<file path="config.mk">
export PLATFORM = sky130hd
export DESIGN_NAME = frt_timer
export DESIGN_NICKNAME = d
export VERILOG_FILES = /design/src/frt_pkg.sv /design/src/frt_timer.sv
export SDC_FILE = /design/constraint.sdc
export NUM_CORES = 1
export LEC_CHECK = 0
export BUFFER_PORTS_ARGS = -buffer_cell sky130_fd_sc_hd__buf_2
export CAP_MARGIN = 20
export CORE_MARGIN = 4
export CORE_UTILIZATION = 36
export CTS_CLUSTER_SIZE = 20
export DETAILED_ROUTE_END_ITERATION = 16
export MAX_ROUTING_LAYER = met4
export PLACE_DENSITY = 0.66
export SLEW_MARGIN = 20
export SYNTH_ARGS = -nofsm -noshare
export SYNTH_HDL_FRONTEND = slang
export SYNTH_SLANG_ARGS = --single-unit
</file>
<file path="constraint.sdc">
create_clock -name pclk -period 4.2 [get_ports pclk]
set_input_delay 0.42 -clock pclk [delete_from_list [all_inputs] [get_ports pclk]]
set_output_delay 0.42 -clock pclk [all_outputs]
set_load 0.01 [all_outputs]
</file>
<file path="src/frt_pkg.sv">
// package for the free-running timer counter core: register map, fields, reset values
// assumes an apb slave with 32-bit data, one register per aligned word
// Functional notes
// - 16-bit up-counter advanced by prescaler or by external edges, seen as high and low bytes
// - timer clock is cpu clock /2, /4, /8 or external input
// - primary and alternate views always return the same count
// - any write to either low byte view forces counter to fffc
// - counter starts at fffc after reset; fffc is the only reload value
// - reading high byte first captures the low byte into a buffer
// - buffered low byte stays frozen until low byte read completes sequence
// - with no sequence pending, low byte read returns live low byte
// - wrap from ffff to 0000 sets overflow flag in status register
// - overflow requests interrupt only while enabled and cpu mask clear
// - overflow flag cleared by status read then access to primary low byte
// - alternate low byte accesses never clear the overflow flag
// - counter keeps running unchanged in wait mode
// - in halt the counter stops and resumes from held count
// - external clock selected when both clock select bits are one
// - edge select bit picks rising or falling external edge
// - external updates are synchronised to the cpu clock
// - unbonded timer input reads as logic one
// - two instances share nothing and count in step after reset
// - flash variant: capture2 and compare2 flags held at zero
package frt_pkg;

  // register byte addresses
  localparam logic [7:0] FRT_OFS_CTRL_ONE  = 8'h00;
  localparam logic [7:0] FRT_OFS_CTRL_TWO  = 8'h04;
  localparam logic [7:0] FRT_OFS_STATUS    = 8'h08;
  localparam logic [7:0] FRT_OFS_CNT_HIGH  = 8'h0c;
  localparam logic [7:0] FRT_OFS_CNT_LOW   = 8'h10;
  localparam logic [7:0] FRT_OFS_ALT_HIGH  = 8'h14;
  localparam logic [7:0] FRT_OFS_ALT_LOW   = 8'h18;

  // timer_control_one fields
  localparam int FRT_BIT_OVF_IRQ_EN = 5;
  // timer_control_two fields
  localparam int FRT_BIT_CLK_SEL_LO = 2;
  localparam int FRT_BIT_CLK_SEL_HI = 3;
  localparam int FRT_BIT_EXT_EDGE   = 0;
  // timer_status_register fields
  localparam int FRT_BIT_CAP2_FLAG  = 4;
  localparam int FRT_BIT_OVF_FLAG   = 5;
  localparam int FRT_BIT_CMP2_FLAG  = 3;

  // clock select encodings
  localparam logic [1:0] FRT_CLK_DIV4 = 2'h0;
  localparam logic [1:0] FRT_CLK_DIV2 = 2'h1;
  localparam logic [1:0] FRT_CLK_DIV8 = 2'h2;
  localparam logic [1:0] FRT_CLK_EXT  = 2'h3;

  localparam logic [15:0] FRT_RELOAD_VAL = 16'hfffc;
  localparam logic [15:0] FRT_WRAP_VAL   = 16'hffff;
  localparam logic [7:0]  FRT_CTRL_RST   = 8'h00;
  localparam logic [2:0]  FRT_PRESC_MAX8 = 3'h7;
  localparam logic [2:0]  FRT_PRESC_MAX4 = 3'h3;
  localparam logic [2:0]  FRT_PRESC_MAX2 = 3'h1;

endpackage

</file>
<file path="src/frt_timer.sv">
// free-running 16-bit timer counter core with apb register access
// assumes pclk is the cpu clock; ext_count_in is asynchronous to it
//
// The register offsets and the APB slave port were decided locally.
`timescale 1ns/1ps
module frt_timer
  import frt_pkg::*;
(
  // apb slave
  input  wire logic        pclk,
  input  wire logic        presetn,
  input  wire logic        psel,
  input  wire logic        penable,
  input  wire logic        pwrite,
  input  wire logic [7:0]  paddr,
  input  wire logic [31:0] pwdata,
  output logic      [31:0] prdata,
  output logic             pready,
  output logic             pslverr,
  // system
  input  wire logic        halt_mode,
  input  wire logic        cpu_irq_mask,
  input  wire logic        ext_pin_bonded,
  input  wire logic        ext_count_in,
  // request
  output logic             timer_irq
);

  typedef struct packed {
    logic [15:0] count;
    logic [2:0]  presc;
    logic [7:0]  low_buf;
    logic        seq_pend;
    logic        ovf_flag;
    logic        ovf_armed;
    logic        ovf_irq_en;
    logic [1:0]  clk_sel;
    logic        ext_edge;
    logic        ext_s1;
    logic        ext_s2;
    logic        ext_s3;
    logic [31:0] rdata;
    logic        rd_hold;
  } frt_state_s;

  frt_state_s st_r;
  frt_state_s st_nxt;

  function automatic logic hit(input logic [7:0] a, input logic [7:0] ofs);
    hit = (a == ofs);
  endfunction

  ////////////////////////////////////////////////////////////////////////
  logic        acc;
  logic        wr;
  logic        rd;
  logic        mapped;
  logic        tick;
  logic        ext_lvl;
  logic [2:0]  pmax;
  logic [7:0]  st_byte;

  assign acc    = psel & penable;
  assign wr     = acc & pwrite;
  assign rd     = acc & ~pwrite;
  assign mapped = hit(paddr, FRT_OFS_CTRL_ONE) | hit(paddr, FRT_OFS_CTRL_TWO) |
                  hit(paddr, FRT_OFS_STATUS)   | hit(paddr, FRT_OFS_CNT_HIGH) |
                  hit(paddr, FRT_OFS_CNT_LOW)  | hit(paddr, FRT_OFS_ALT_HIGH) |
                  hit(paddr, FRT_OFS_ALT_LOW);
  // reads take one wait state so that registered read data stands at the ready edge
  assign pready  = ~rd | st_r.rd_hold;
  assign pslverr = acc & ~mapped & pready;
  assign prdata  = st_r.rdata;
  assign timer_irq = st_r.ovf_flag & st_r.ovf_irq_en & ~cpu_irq_mask;
  assign ext_lvl = ext_pin_bonded ? ext_count_in : 1'b1;

  always_comb begin
    case (st_r.clk_sel)
      FRT_CLK_DIV2: pmax = FRT_PRESC_MAX2;
      FRT_CLK_DIV8: pmax = FRT_PRESC_MAX8;
      default:      pmax = FRT_PRESC_MAX4;
    endcase
  end

  always_comb begin
    st_byte = 8'h00;
    st_byte[FRT_BIT_OVF_FLAG] = st_r.ovf_flag;
    st_byte[FRT_BIT_CAP2_FLAG] = 1'b0;
    st_byte[FRT_BIT_CMP2_FLAG] = 1'b0;
  end

  ////////////////////////////////////////////////////////////////////////
  always_comb begin
    st_nxt = st_r;
    tick   = 1'b0;
    // two-flop sync, third stage for edge detect only
    st_nxt.ext_s1 = ext_lvl;
    st_nxt.ext_s2 = st_r.ext_s1;
    st_nxt.ext_s3 = st_r.ext_s2;

    // halt freezes prescaler and count; wait has no input here
    if (!halt_mode) begin
      // both select bits give external clock
      if (st_r.clk_sel == FRT_CLK_EXT) begin
        tick = st_r.ext_edge ? (st_r.ext_s2 & ~st_r.ext_s3)
                             : (~st_r.ext_s2 & st_r.ext_s3);
      end else begin
        if (st_r.presc >= pmax) begin
          st_nxt.presc = 3'h0;
          tick = 1'b1;
        end else begin
          st_nxt.presc = st_r.presc + 3'h1;
        end
      end
    end

    if (tick) begin
      st_nxt.count = st_r.count + 16'h0001;
    end

    // read data is loaded in the first access cycle and held through the wait state
    st_nxt.rd_hold = rd & ~st_r.rd_hold;
    if (!rd) begin
      st_nxt.rdata = 32'h0;
    end
    if (rd && !st_r.rd_hold) begin
      case (1'b1)
        hit(paddr, FRT_OFS_CTRL_ONE): st_nxt.rdata[FRT_BIT_OVF_IRQ_EN] = st_r.ovf_irq_en;
        hit(paddr, FRT_OFS_CTRL_TWO): begin
          st_nxt.rdata[FRT_BIT_CLK_SEL_HI:FRT_BIT_CLK_SEL_LO] = st_r.clk_sel;
          st_nxt.rdata[FRT_BIT_EXT_EDGE] = st_r.ext_edge;
        end
        hit(paddr, FRT_OFS_STATUS): begin
          st_nxt.rdata[7:0] = st_byte;
          if (st_r.ovf_flag) begin
            st_nxt.ovf_armed = 1'b1;
          end
        end
        // both high views capture the low byte
        hit(paddr, FRT_OFS_CNT_HIGH), hit(paddr, FRT_OFS_ALT_HIGH): begin
          st_nxt.rdata[7:0] = st_r.count[15:8];
          if (!st_r.seq_pend) begin
            st_nxt.low_buf  = st_r.count[7:0];
            st_nxt.seq_pend = 1'b1;
          end
        end
        hit(paddr, FRT_OFS_CNT_LOW), hit(paddr, FRT_OFS_ALT_LOW): begin
          // live low byte when nothing pending
          st_nxt.rdata[7:0] = st_r.seq_pend ? st_r.low_buf : st_r.count[7:0];
          st_nxt.seq_pend   = 1'b0;
        end
        default: st_nxt.rdata = 32'h0;
      endcase
    end

    if (wr) begin
      if (hit(paddr, FRT_OFS_CTRL_ONE)) begin
        st_nxt.ovf_irq_en = pwdata[FRT_BIT_OVF_IRQ_EN];
      end
      if (hit(paddr, FRT_OFS_CTRL_TWO)) begin
        st_nxt.clk_sel  = pwdata[FRT_BIT_CLK_SEL_HI:FRT_BIT_CLK_SEL_LO];
        st_nxt.ext_edge = pwdata[FRT_BIT_EXT_EDGE];
        st_nxt.presc    = 3'h0;
      end
      // any low byte write reloads fffc
      if (hit(paddr, FRT_OFS_CNT_LOW) || hit(paddr, FRT_OFS_ALT_LOW)) begin
        st_nxt.count = FRT_RELOAD_VAL;
        st_nxt.presc = 3'h0;
      end
    end

    // second step: primary low byte only
    if (acc && pready && hit(paddr, FRT_OFS_CNT_LOW) && st_r.ovf_armed) begin
      st_nxt.ovf_flag  = 1'b0;
      st_nxt.ovf_armed = 1'b0;
    end

    // wrap sets flag; set wins over clear
    if (tick && st_r.count == FRT_WRAP_VAL && st_nxt.count == 16'h0000) begin
      st_nxt.ovf_flag = 1'b1;
    end
  end

  // fixed reset count keeps instances in step
  always_ff @(posedge pclk or negedge presetn) begin
    if (!presetn) begin
      st_r            <= '0;
      st_r.count      <= FRT_RELOAD_VAL;
      st_r.clk_sel    <= FRT_CTRL_RST[1:0];
      st_r.ext_s1     <= 1'b1;
      st_r.ext_s2     <= 1'b1;
      st_r.ext_s3     <= 1'b1;
    end else begin
      st_r <= st_nxt;
    end
  end

endmodule

</file>
==> metrics.md, run 1 <==
| Metric | Value |
|---|---|
| Register area share after synthesis | `48.9%` |
| Clock Sinks | `70` |
| Antenna violations before repair | `0` |
| Die H | `108 um` |
| CTS Buffer Depth | `2` |
| GR Overflow Total | `0` |
| Hpwl dp | `around 5300 um` |
| DRC | `0` |
| Total GRT Usage | `13.7%` |
| Syn-to-layout area delta | `8.55%` |
| Final setup TNS | `0 ps` |
| Largest net degree at the start of global routing | `slightly above 40` |
| Buffers inserted by post-CTS timing repair | `0` |
| Power Density | `376 nW/um^2` |
| Worst R2R Path Depth | `7` |
| WS Path Type | `flip-flop to flip-flop` |
| DP Area | `3770 um^2` |
| Mux share of post-synthesis cell area | `8.80%` |
| Cells after Synth | `between 300 and 400` |
| Post-route ant nets | `0` |
| CTS tree | `done` |
| Reg-to-Reg Start | `st_r[37]` |
| CP Launch Point | `st_r[37]` |
| H-tree depth | `3` |
| Peak supply drop | `0.129 mV` |
| Post-Syn Nets | `386` |
| Hold path cells | `2` |
| Setup Skew | `between 7 and 8 ps` |
| Synth warn | `0` |
| Flop and latch count out of synthesis | `70` |
| Final non-filler cell total | `495` |
| Layout cell share with drive strength beyond 1 | `around a third` |
| Setup violators final | `0` |
| Largest family of logic cells by synthesized area | `simple AND/OR/NAND/NOR gates` |
| Initial core utilization | `between 30 and 40%` |
| CP Capture Type | `flip-flop` |
| Synth Area in XOR/XNOR | `3.14%` |
| # diodes | `0` |
| Worst Tran Pin Value | `905 ps` |
| Primary FF master, synth | `dfrtp_1` |
| Pleak | `1.92 nW` |
| Switching fraction of total power | `30.2%` |
| Logic pwr share | `14.5%` |
| Fmax | `379 MHz` |
| Core Region | `9770 um^2` |
| Final Hold Viols | `0` |
| Worst reg2reg endpoint | `st_byte[5]` |
| CP endpoint | `st_byte[5]` |
| DRT Pass-1 Iters | `4` |
| # resized after CTS | `0` |
| Clk_lat worst skew | `350 ps` |
| Worst hold path class | `input port to flip-flop` |
| Rows | `36` |
| CTS buffer count | `9` |
| Global-route wire length before repair | `12200 um` |
| Hold_buf cts | `0` |
| Final #Nets | `approximately 410` |
| Run status | `finished, final reports clean` |
| RSZ-0062 raised after global routing | `no` |
| Vias in the first global route | `2402` |
| Max Cap Viol | `0` |
| I/O Pins | `84` |
| Inst Count DP | `480` |
| Clock Tree Root | `clkbuf_8` |
| Vias per inst | `slightly below 5` |
| Post-synthesis adder-cell area fraction | `1.38%` |
| Slew HR | `39.7%` |
| Clock share of power | `a little under a third` |
| Slew Viols, Final | `0` |
| Initial drt markers | `134` |
| Compound-Gate Fraction of Synth Area | `10.3%` |
| Synth Area in Simple Gates | `between 10% and 20%` |
| Die ar. | `11700 um^2` |
| Minimum clock period | `2640 ps` |
| Reg power frac | `54.0%` |
| Drt wl/cell | `14.7 um` |
| Vias | `2420` |
| Post-Syn Area | `between 3000 and 4000 um^2` |
| EDFF count, synth | `0` |
| Startpoint class of the critical path | `flip-flop` |
| Period utilization | `roughly 63%` |
| Mean Syn Cell Area | `10.9 um^2` |
| Cell area after layout | `3940 um^2` |
| Post-synthesis cell type count | `53` |
| RePlAce Congestion | `0.898` |
| Internal cell power | `1.03 mW` |
| R2R Setup Slk | `between 1500 and 2000 ps` |
| WP data required | `between 4000 and 5000 ps` |
| Crit-path max FO | `7` |
| Arr. time, crit path | `2920 ps` |
| Die X | `108 um` |
| Detailed Route WL | `approximately 7300 um` |
| FFs w/ async S/R, synth | `100%` |
| P_sw | `approximately 0.45 mW` |
| Clk pin slew, worst setup/hold paths | `~70 ps` |
| Port bufs | `55` |
-- layout by cell type, fill, tap and decap left out, types with 5 or more instances in the layout --
| cell type | count |
|---|---|
| mux2_2 | 15 |
| clkbuf_8 | 9 |
| and2_1 | 25 |
| nand2_1 | 27 |
| a21oi_1 | 9 |
| nand3_1 | 9 |
| dfstp_2 | 17 |
| o211ai_1 | 7 |
| mux2i_1 | 15 |
| nor2_1 | 20 |
| and3_1 | 5 |
| o21ai_0 | 13 |
| o2bb2ai_1 | 7 |
| buf_2 | 55 |
| dfrtp_1 | 53 |
| xor2_1 | 10 |
-- kinds of logic after synthesis --
| kind of cell | after synthesis |
|---|---|
| compound gates | 52 |
| xor+xnor | 13 |
| fa+ha+maj | 4 |
| buf+inv | 46 |
| flops | 70 |
| mux | 30 |
| simple gates | 118 |
-- area by class of cell --
cell class | count | area, um^2
Sequential cell | 70 | 1770
Fill cell | 938 | 5840
Clock buffer | 9 | 124
Tap cell | 133 | 166
Multi-Input combinational cell | 217 | 1540
Timing Repair Buffer | 56 | 283
Inverter | 4 | 15.0
Clock inverter | 6 | 38.8
-- flip-flops by register name, indices dropped and copies added, names as in the netlist --
register  cells
prdata       32
st_byte       1
st_nxt        2
st_r         35
-- per-stage QoR --
step                util, %  hold WS (ps)  setup WS [ps]  total power, mW
CTS                    40.3           177           1670             1.50
floorplan                 -           124           2100            0.947
finish                 40.3           193           1560             1.48
global placement       38.6           348           1750             1.01
detailed placement     38.6           350           1690             1.03
global route           40.3           188           1390             1.57
-- metal layers --
layer  track usage (%)  part of all wire (%)  wire [um]  vias to the layer above
li1                  -                     -          -                     1184
met1              18.0                    47       3460                     1179
met2              21.1                    47       3460                       44
met3              1.85                   3.0        221                       13
met4              6.22                   2.0        147                        0
met5                 -                     0          0                        -
-- worst max-delay path, cell delays in order, from the launching register on --
cell and delay, ps:
dfrtp_1 450, nand2b_1 180, ha_1 300, nand3_1 150, a211oi_1 610, o211ai_1 250, nor4_1 480, or2_1 160
-- synthesized netlist by cell type, types with 2 or more instances --
cell | count | share of area (%)
o2bb2ai_1 | 7 | 1.7
ha_1 | 4 | 1.4
a21oi_1 | 9 | 1.2
and2_1 | 25 | 4.3
nor4_1 | 2 | 0.34
nand3b_1 | 2 | 0.41
mux2_2 | 15 | 4.7
nor2_1 | 20 | 2.1
or2_1 | 3 | 0.52
a22o_1 | 3 | 0.72
nand2_1 | 27 | 2.8
mux2i_1 | 15 | 4.1
nand3_1 | 9 | 1.2
a211oi_1 | 2 | 0.41
buf_4 | 34 | 7.0
inv_1 | 4 | 0.41
and3_1 | 5 | 0.86
o211ai_1 | 7 | 1.4
xor2_1 | 10 | 2.4
nor2b_1 | 3 | 0.52
buf_6 | 2 | 0.62
buf_1 | 4 | 0.41
xnor2_1 | 3 | 0.72
dfstp_2 | 17 | 12
dfrtp_1 | 53 | 37
or3_1 | 4 | 0.69
nand4_1 | 3 | 0.52
nand2b_1 | 4 | 0.69
o21ai_0 | 13 | 1.8
-- power groups by stage --
stage	logic [mW]	registers [mW]	clock network [mW]
after floorplan	0.165	0.781	0
final	0.214	0.801	0.467
after global routing	0.251	0.808	0.515
after detailed placement	0.213	0.812	0
after global placement	0.205	0.810	0
after CTS	0.216	0.799	0.483
-- worst min-delay path by stage --
stage,startpoint,endpoint,slack [ps]
floorplan,presetn,prdata[0],120
global placement,st_nxt[34],st_nxt[33],350
detailed placement,st_nxt[34],st_nxt[33],350
CTS,ext_pin_bonded,st_nxt[34],180
global route,ext_pin_bonded,st_nxt[34],190
finish,ext_pin_bonded,st_nxt[34],190
Power figures use the tool's default switching activity.
==> run 2: changes to the inputs <==
- ABC_AREA: unset -> 1
- clock period: 4.2 -> 2.63 ns (I/O delays scaled with it)
==> run 2 against run 1 <==
Die area rose by 2.1%. Clock-buffer cell count unchanged. Maximum frequency increased by 23%. Clock power up 59%. Utilization up 0.41 points. Hold slack worse by 160 ps. Sequential power grew 60%. Final area up 2.4%. Via count increased by 18%. Critical path depth up 5. Cell count grew 24%. Synthesized area grew 2.3%. Critical path type unchanged.
==> metrics.md, run 2 <==
| Metric | Value |
|---|---|
| WS Path Type | `flip-flop to flip-flop` |
| Synth Area in XOR/XNOR | `0% (-3.1 points)` |
| Port bufs | `55 (unchanged)` |
| Clk_lat worst skew | `350 ps (about the same)` |
| Setup Skew | `11.7 ps (+3.68 ps)` |
| CP Capture Type | `flip-flop` |
| Flop and latch count out of synthesis | `70 (unchanged)` |
| H-tree depth | `3 (unchanged)` |
| Vias per inst | `4.66 (-4.8%)` |
| EDFF count, synth | `0 (unchanged)` |
| DRC | `0 (unchanged)` |
| Final setup TNS | `0 ps (unchanged)` |
| Total GRT Usage | `13.4% (-0.27 points)` |
| Pleak | `1.97 nW (+3.0%)` |
| CTS Buffer Depth | `2 (unchanged)` |
| Dominant cell type by area after synthesis | `dfrtp_1` |
| I/O Pins | `84 (unchanged)` |
| Final Hold Viols | `0 (unchanged)` |
| Cells after Synth | `452 (+36%)` |
| Post-synthesis adder-cell area fraction | `1.35% (-0.031 points)` |
| Post-Syn Nets | `505 (+31%)` |
| Most frequent cells after synthesis | `nand2_1 (114), dfrtp_1 (53), inv_1 (43)` |
| WP data required | `2890 ps (-1600 ps)` |
| Worst Tran Pin Value | `462 ps (-443 ps)` |
| Clock share of power | `30.6% (-0.9 points)` |
| Buffers inserted by post-CTS timing repair | `0 (unchanged)` |
| # diodes | `0 (unchanged)` |
| Slew HR | `69.2% (+30 points)` |
| Register area share after synthesis | `47.8% (-1.1 points)` |
| Post-route ant nets | `0 (unchanged)` |
| Switching fraction of total power | `31.4% (+1.2 points)` |
| Primary FF master, synth | `dfrtp_1` |
| Arr. time, crit path | `2400 ps (-520 ps)` |
| Hpwl dp | `5420 um (+1.7%)` |
| Detailed Route WL | `7440 um (+2.1%)` |
| CTS tree | `done` |
| Minimum clock period | `2150 ps (-489 ps)` |
| Top-count cell post-synth | `nand2_1` |
| Die ar. | `12000 um^2 (+2.1%)` |
| Clock Tree Root | `clkbuf_8` |
| Hold endpoint | `st_nxt[34]` |
| Period utilization | `81.6% (+19 points)` |
| GR Overflow Total | `0 (unchanged)` |
| Crit-path max FO | `12 (+5)` |
| Synth Area in Simple Gates | `27.6% (+8.8 points)` |
| Slew Viols, Final | `0 (unchanged)` |
| Vias | `2863 (+18%)` |
| Die H | `110 um (+1.1%)` |
| Compound-Gate Fraction of Synth Area | `9.47% (-0.87 points)` |
| Rows | `36 (unchanged)` |
| Reg with most FFs | `st_r` |
| Post-synthesis cell type count | `32 (-40%)` |
| Core Region | `9910 um^2 (+1.4%)` |
| Commonest non-fill, non-tap cell in the layout | `nand2_1` |
| Cell area after layout | `4030 um^2 (+2.4%)` |
| Internal cell power | `1.67 mW (+61%)` |
| Startpoint class of the critical path | `flip-flop` |
| CTS buffer count | `9 (unchanged)` |
| Syn-to-layout area delta | `8.66%` |
| RSZ-0062 raised after global routing | `no` |
| Layout cell share with drive strength beyond 1 | `27.6% (-3.9 points)` |
| DRT Pass-1 Iters | `4 (unchanged)` |
| Run status | `finished, final reports clean` |
| Reg power frac | `52.6% (-1.4 points)` |
| Mean Syn Cell Area | `8.21 um^2 (-25%)` |
| Clock Sinks | `70 (unchanged)` |
| Worst R2R Path Depth | `12 (+5)` |
| Fmax | `466 MHz (+23%)` |
| Post-Syn Area | `3710 um^2 (+2.3%)` |
| Max reg flops | `35 (unchanged)` |
| Largest family of logic cells by synthesized area | `simple AND/OR/NAND/NOR gates` |
| Peak supply drop | `0.266 mV (+110%)` |
| CP max-delay cell | `dfrtp_1` |
| Initial core utilization | `37.4% (+0.34 points)` |
| Post-synth top area share | `35.7% (-0.83 points)` |
| Hold_sp | `ext_pin_bonded` |
| Power Density | `604 nW/um^2 (+60%)` |
| Drt wl/cell | `12.1 um (-18%)` |
| Logic pwr share | `16.9% (+2.4 points)` |
| Critical Path Most Common Cell | `nand2_1` |
| Slowest stage delay, CP | `400 ps (-210 ps)` |
| R2R Setup Slk | `480 ps (-1080 ps)` |
| FFs w/ async S/R, synth | `100% (unchanged)` |
| Max Cap Viol | `0 (unchanged)` |
| Mux share of post-synthesis cell area | `0.303% (-8.5 points)` |
| P_sw | `0.765 mW (+71%)` |
| Synth warn | `0 (unchanged)` |
| Worst reg2reg endpoint | `st_r[63]` |
| Clk pin slew, worst setup/hold paths | `70 ps (about the same)` |
| Ranking of synthesized cells by area | `dfrtp_1 (36%), dfstp_2 (12%), nand2_1 (12%)` |
| Antenna violations before repair | `0 (unchanged)` |
| Die X | `110 um (+1.1%)` |
| Largest net degree at the start of global routing | `71 (+73%)` |
| Initial drt markers | `253 (+89%)` |
| Vias in the first global route | `2647 (+10%)` |
| Global-route wire length before repair | `12500 um (+2.4%)` |
| Hold path cells | `2 (unchanged)` |
| Setup violators final | `0 (unchanged)` |
| RePlAce Congestion | `0.894 (-0.40%)` |
| DP Area | `3860 um^2 (+2.2%)` |
| Final #Nets | `531 (+29%)` |
| Worst hold path class | `input port to flip-flop` |
| Commonest non-fill, non-tap cells in the layout | `nand2_1 (114), buf_2 (55), dfrtp_1 (53)` |
| Reg-to-Reg Start | `st_r[37]` |
| CP Cell Sequence | `inv_1 > nor2_1 > ha_1 > nand2_1 > nand2_1 > nand2_1 > nand2_1 > nand3_2 > inv_1 > nand4_1 > a21oi_1 > o21ai_0` |
==> run 2: kinds of logic (layout without fill, tap and decap cells) <==
logic type | after synthesis | after routing
flops | 70 | 70
buf+inv | 91 | 121
mux | 1 | 1
simple gates | 218 | 218
fa+ha+maj | 4 | 4
compound gates | 68 | 68
==> run 2: per-layer routing <==
layer	GRT usage [%]	routed length [um]	up-vias
met3	4.11	393	12
met2	20.9	3470	67
met1	16.8	3460	1336
met5	-	0	-
met4	4.01	117	0
li1	-	-	1448
==> run 2: layout make-up <==
type | instances | area, um^2
Clock inverter | 6 | 40.0
Clock buffer | 9 | 124
Fill cell | 998 | 5880
Inverter | 48 | 180
Multi-Input combinational cell | 291 | 1440
Sequential cell | 70 | 1770
Timing Repair Buffer | 58 | 313
Tap cell | 133 | 166
==> run 2: power by group through the flow <==
| stage | combinational (mW) | clock (mW) | sequential (mW) |
|---|---|---|---|
| finish | 0.411 | 0.744 | 1.28 |
| global placement | 0.403 | 0 | 1.29 |
| floorplan | 0.315 | 0 | 1.27 |
| CTS | 0.415 | 0.774 | 1.28 |
| detailed placement | 0.411 | 0 | 1.30 |
| global route | 0.481 | 0.826 | 1.29 |
==> run 2: worst max-delay path by stage <==
stage	end	cells after the start	startpoint
floorplan	st_r[66]	13	st_r[37]
global route	st_byte[5]	14	st_r[37]
global placement	st_byte[5]	14	st_r[37]
CTS	st_r[63]	12	st_r[37]
detailed placement	st_r[63]	12	st_r[37]
finish	st_r[63]	12	st_r[37]
==> run 2: critical path: cells and delay by family, from the launching register on <==
| kind | cells | cell delay [ps] |
|---|---|---|
| buf+inv | 2 | 440 |
| simple gates | 7 | 680 |
| compound gates | 2 | 250 |
| fa+ha+maj | 1 | 270 |
| flops | 1 | 400 |
==> run 2: metrics by stage <==
stage | total power [mW] | worst slack [ps] | hold slack, ps | util [%] | std cells
CTS | 2.47 | 478 | 19.2 | 40.7 | 615
global route | 2.60 | 192 | 12.4 | 40.7 | 615
finish | 2.44 | 484 | 37.8 | 40.7 | 615
floorplan | 1.59 | 870 | -32.6 | - | 452
detailed placement | 1.71 | 512 | 325 | 38.9 | 599
global placement | 1.70 | 534 | 315 | 38.9 | 599
==> run 2: what timing repair did <==
item	in CTS	in global routing
resized for setup	0	0
hold buffers	1	0
hold endpoints to repair	53	0
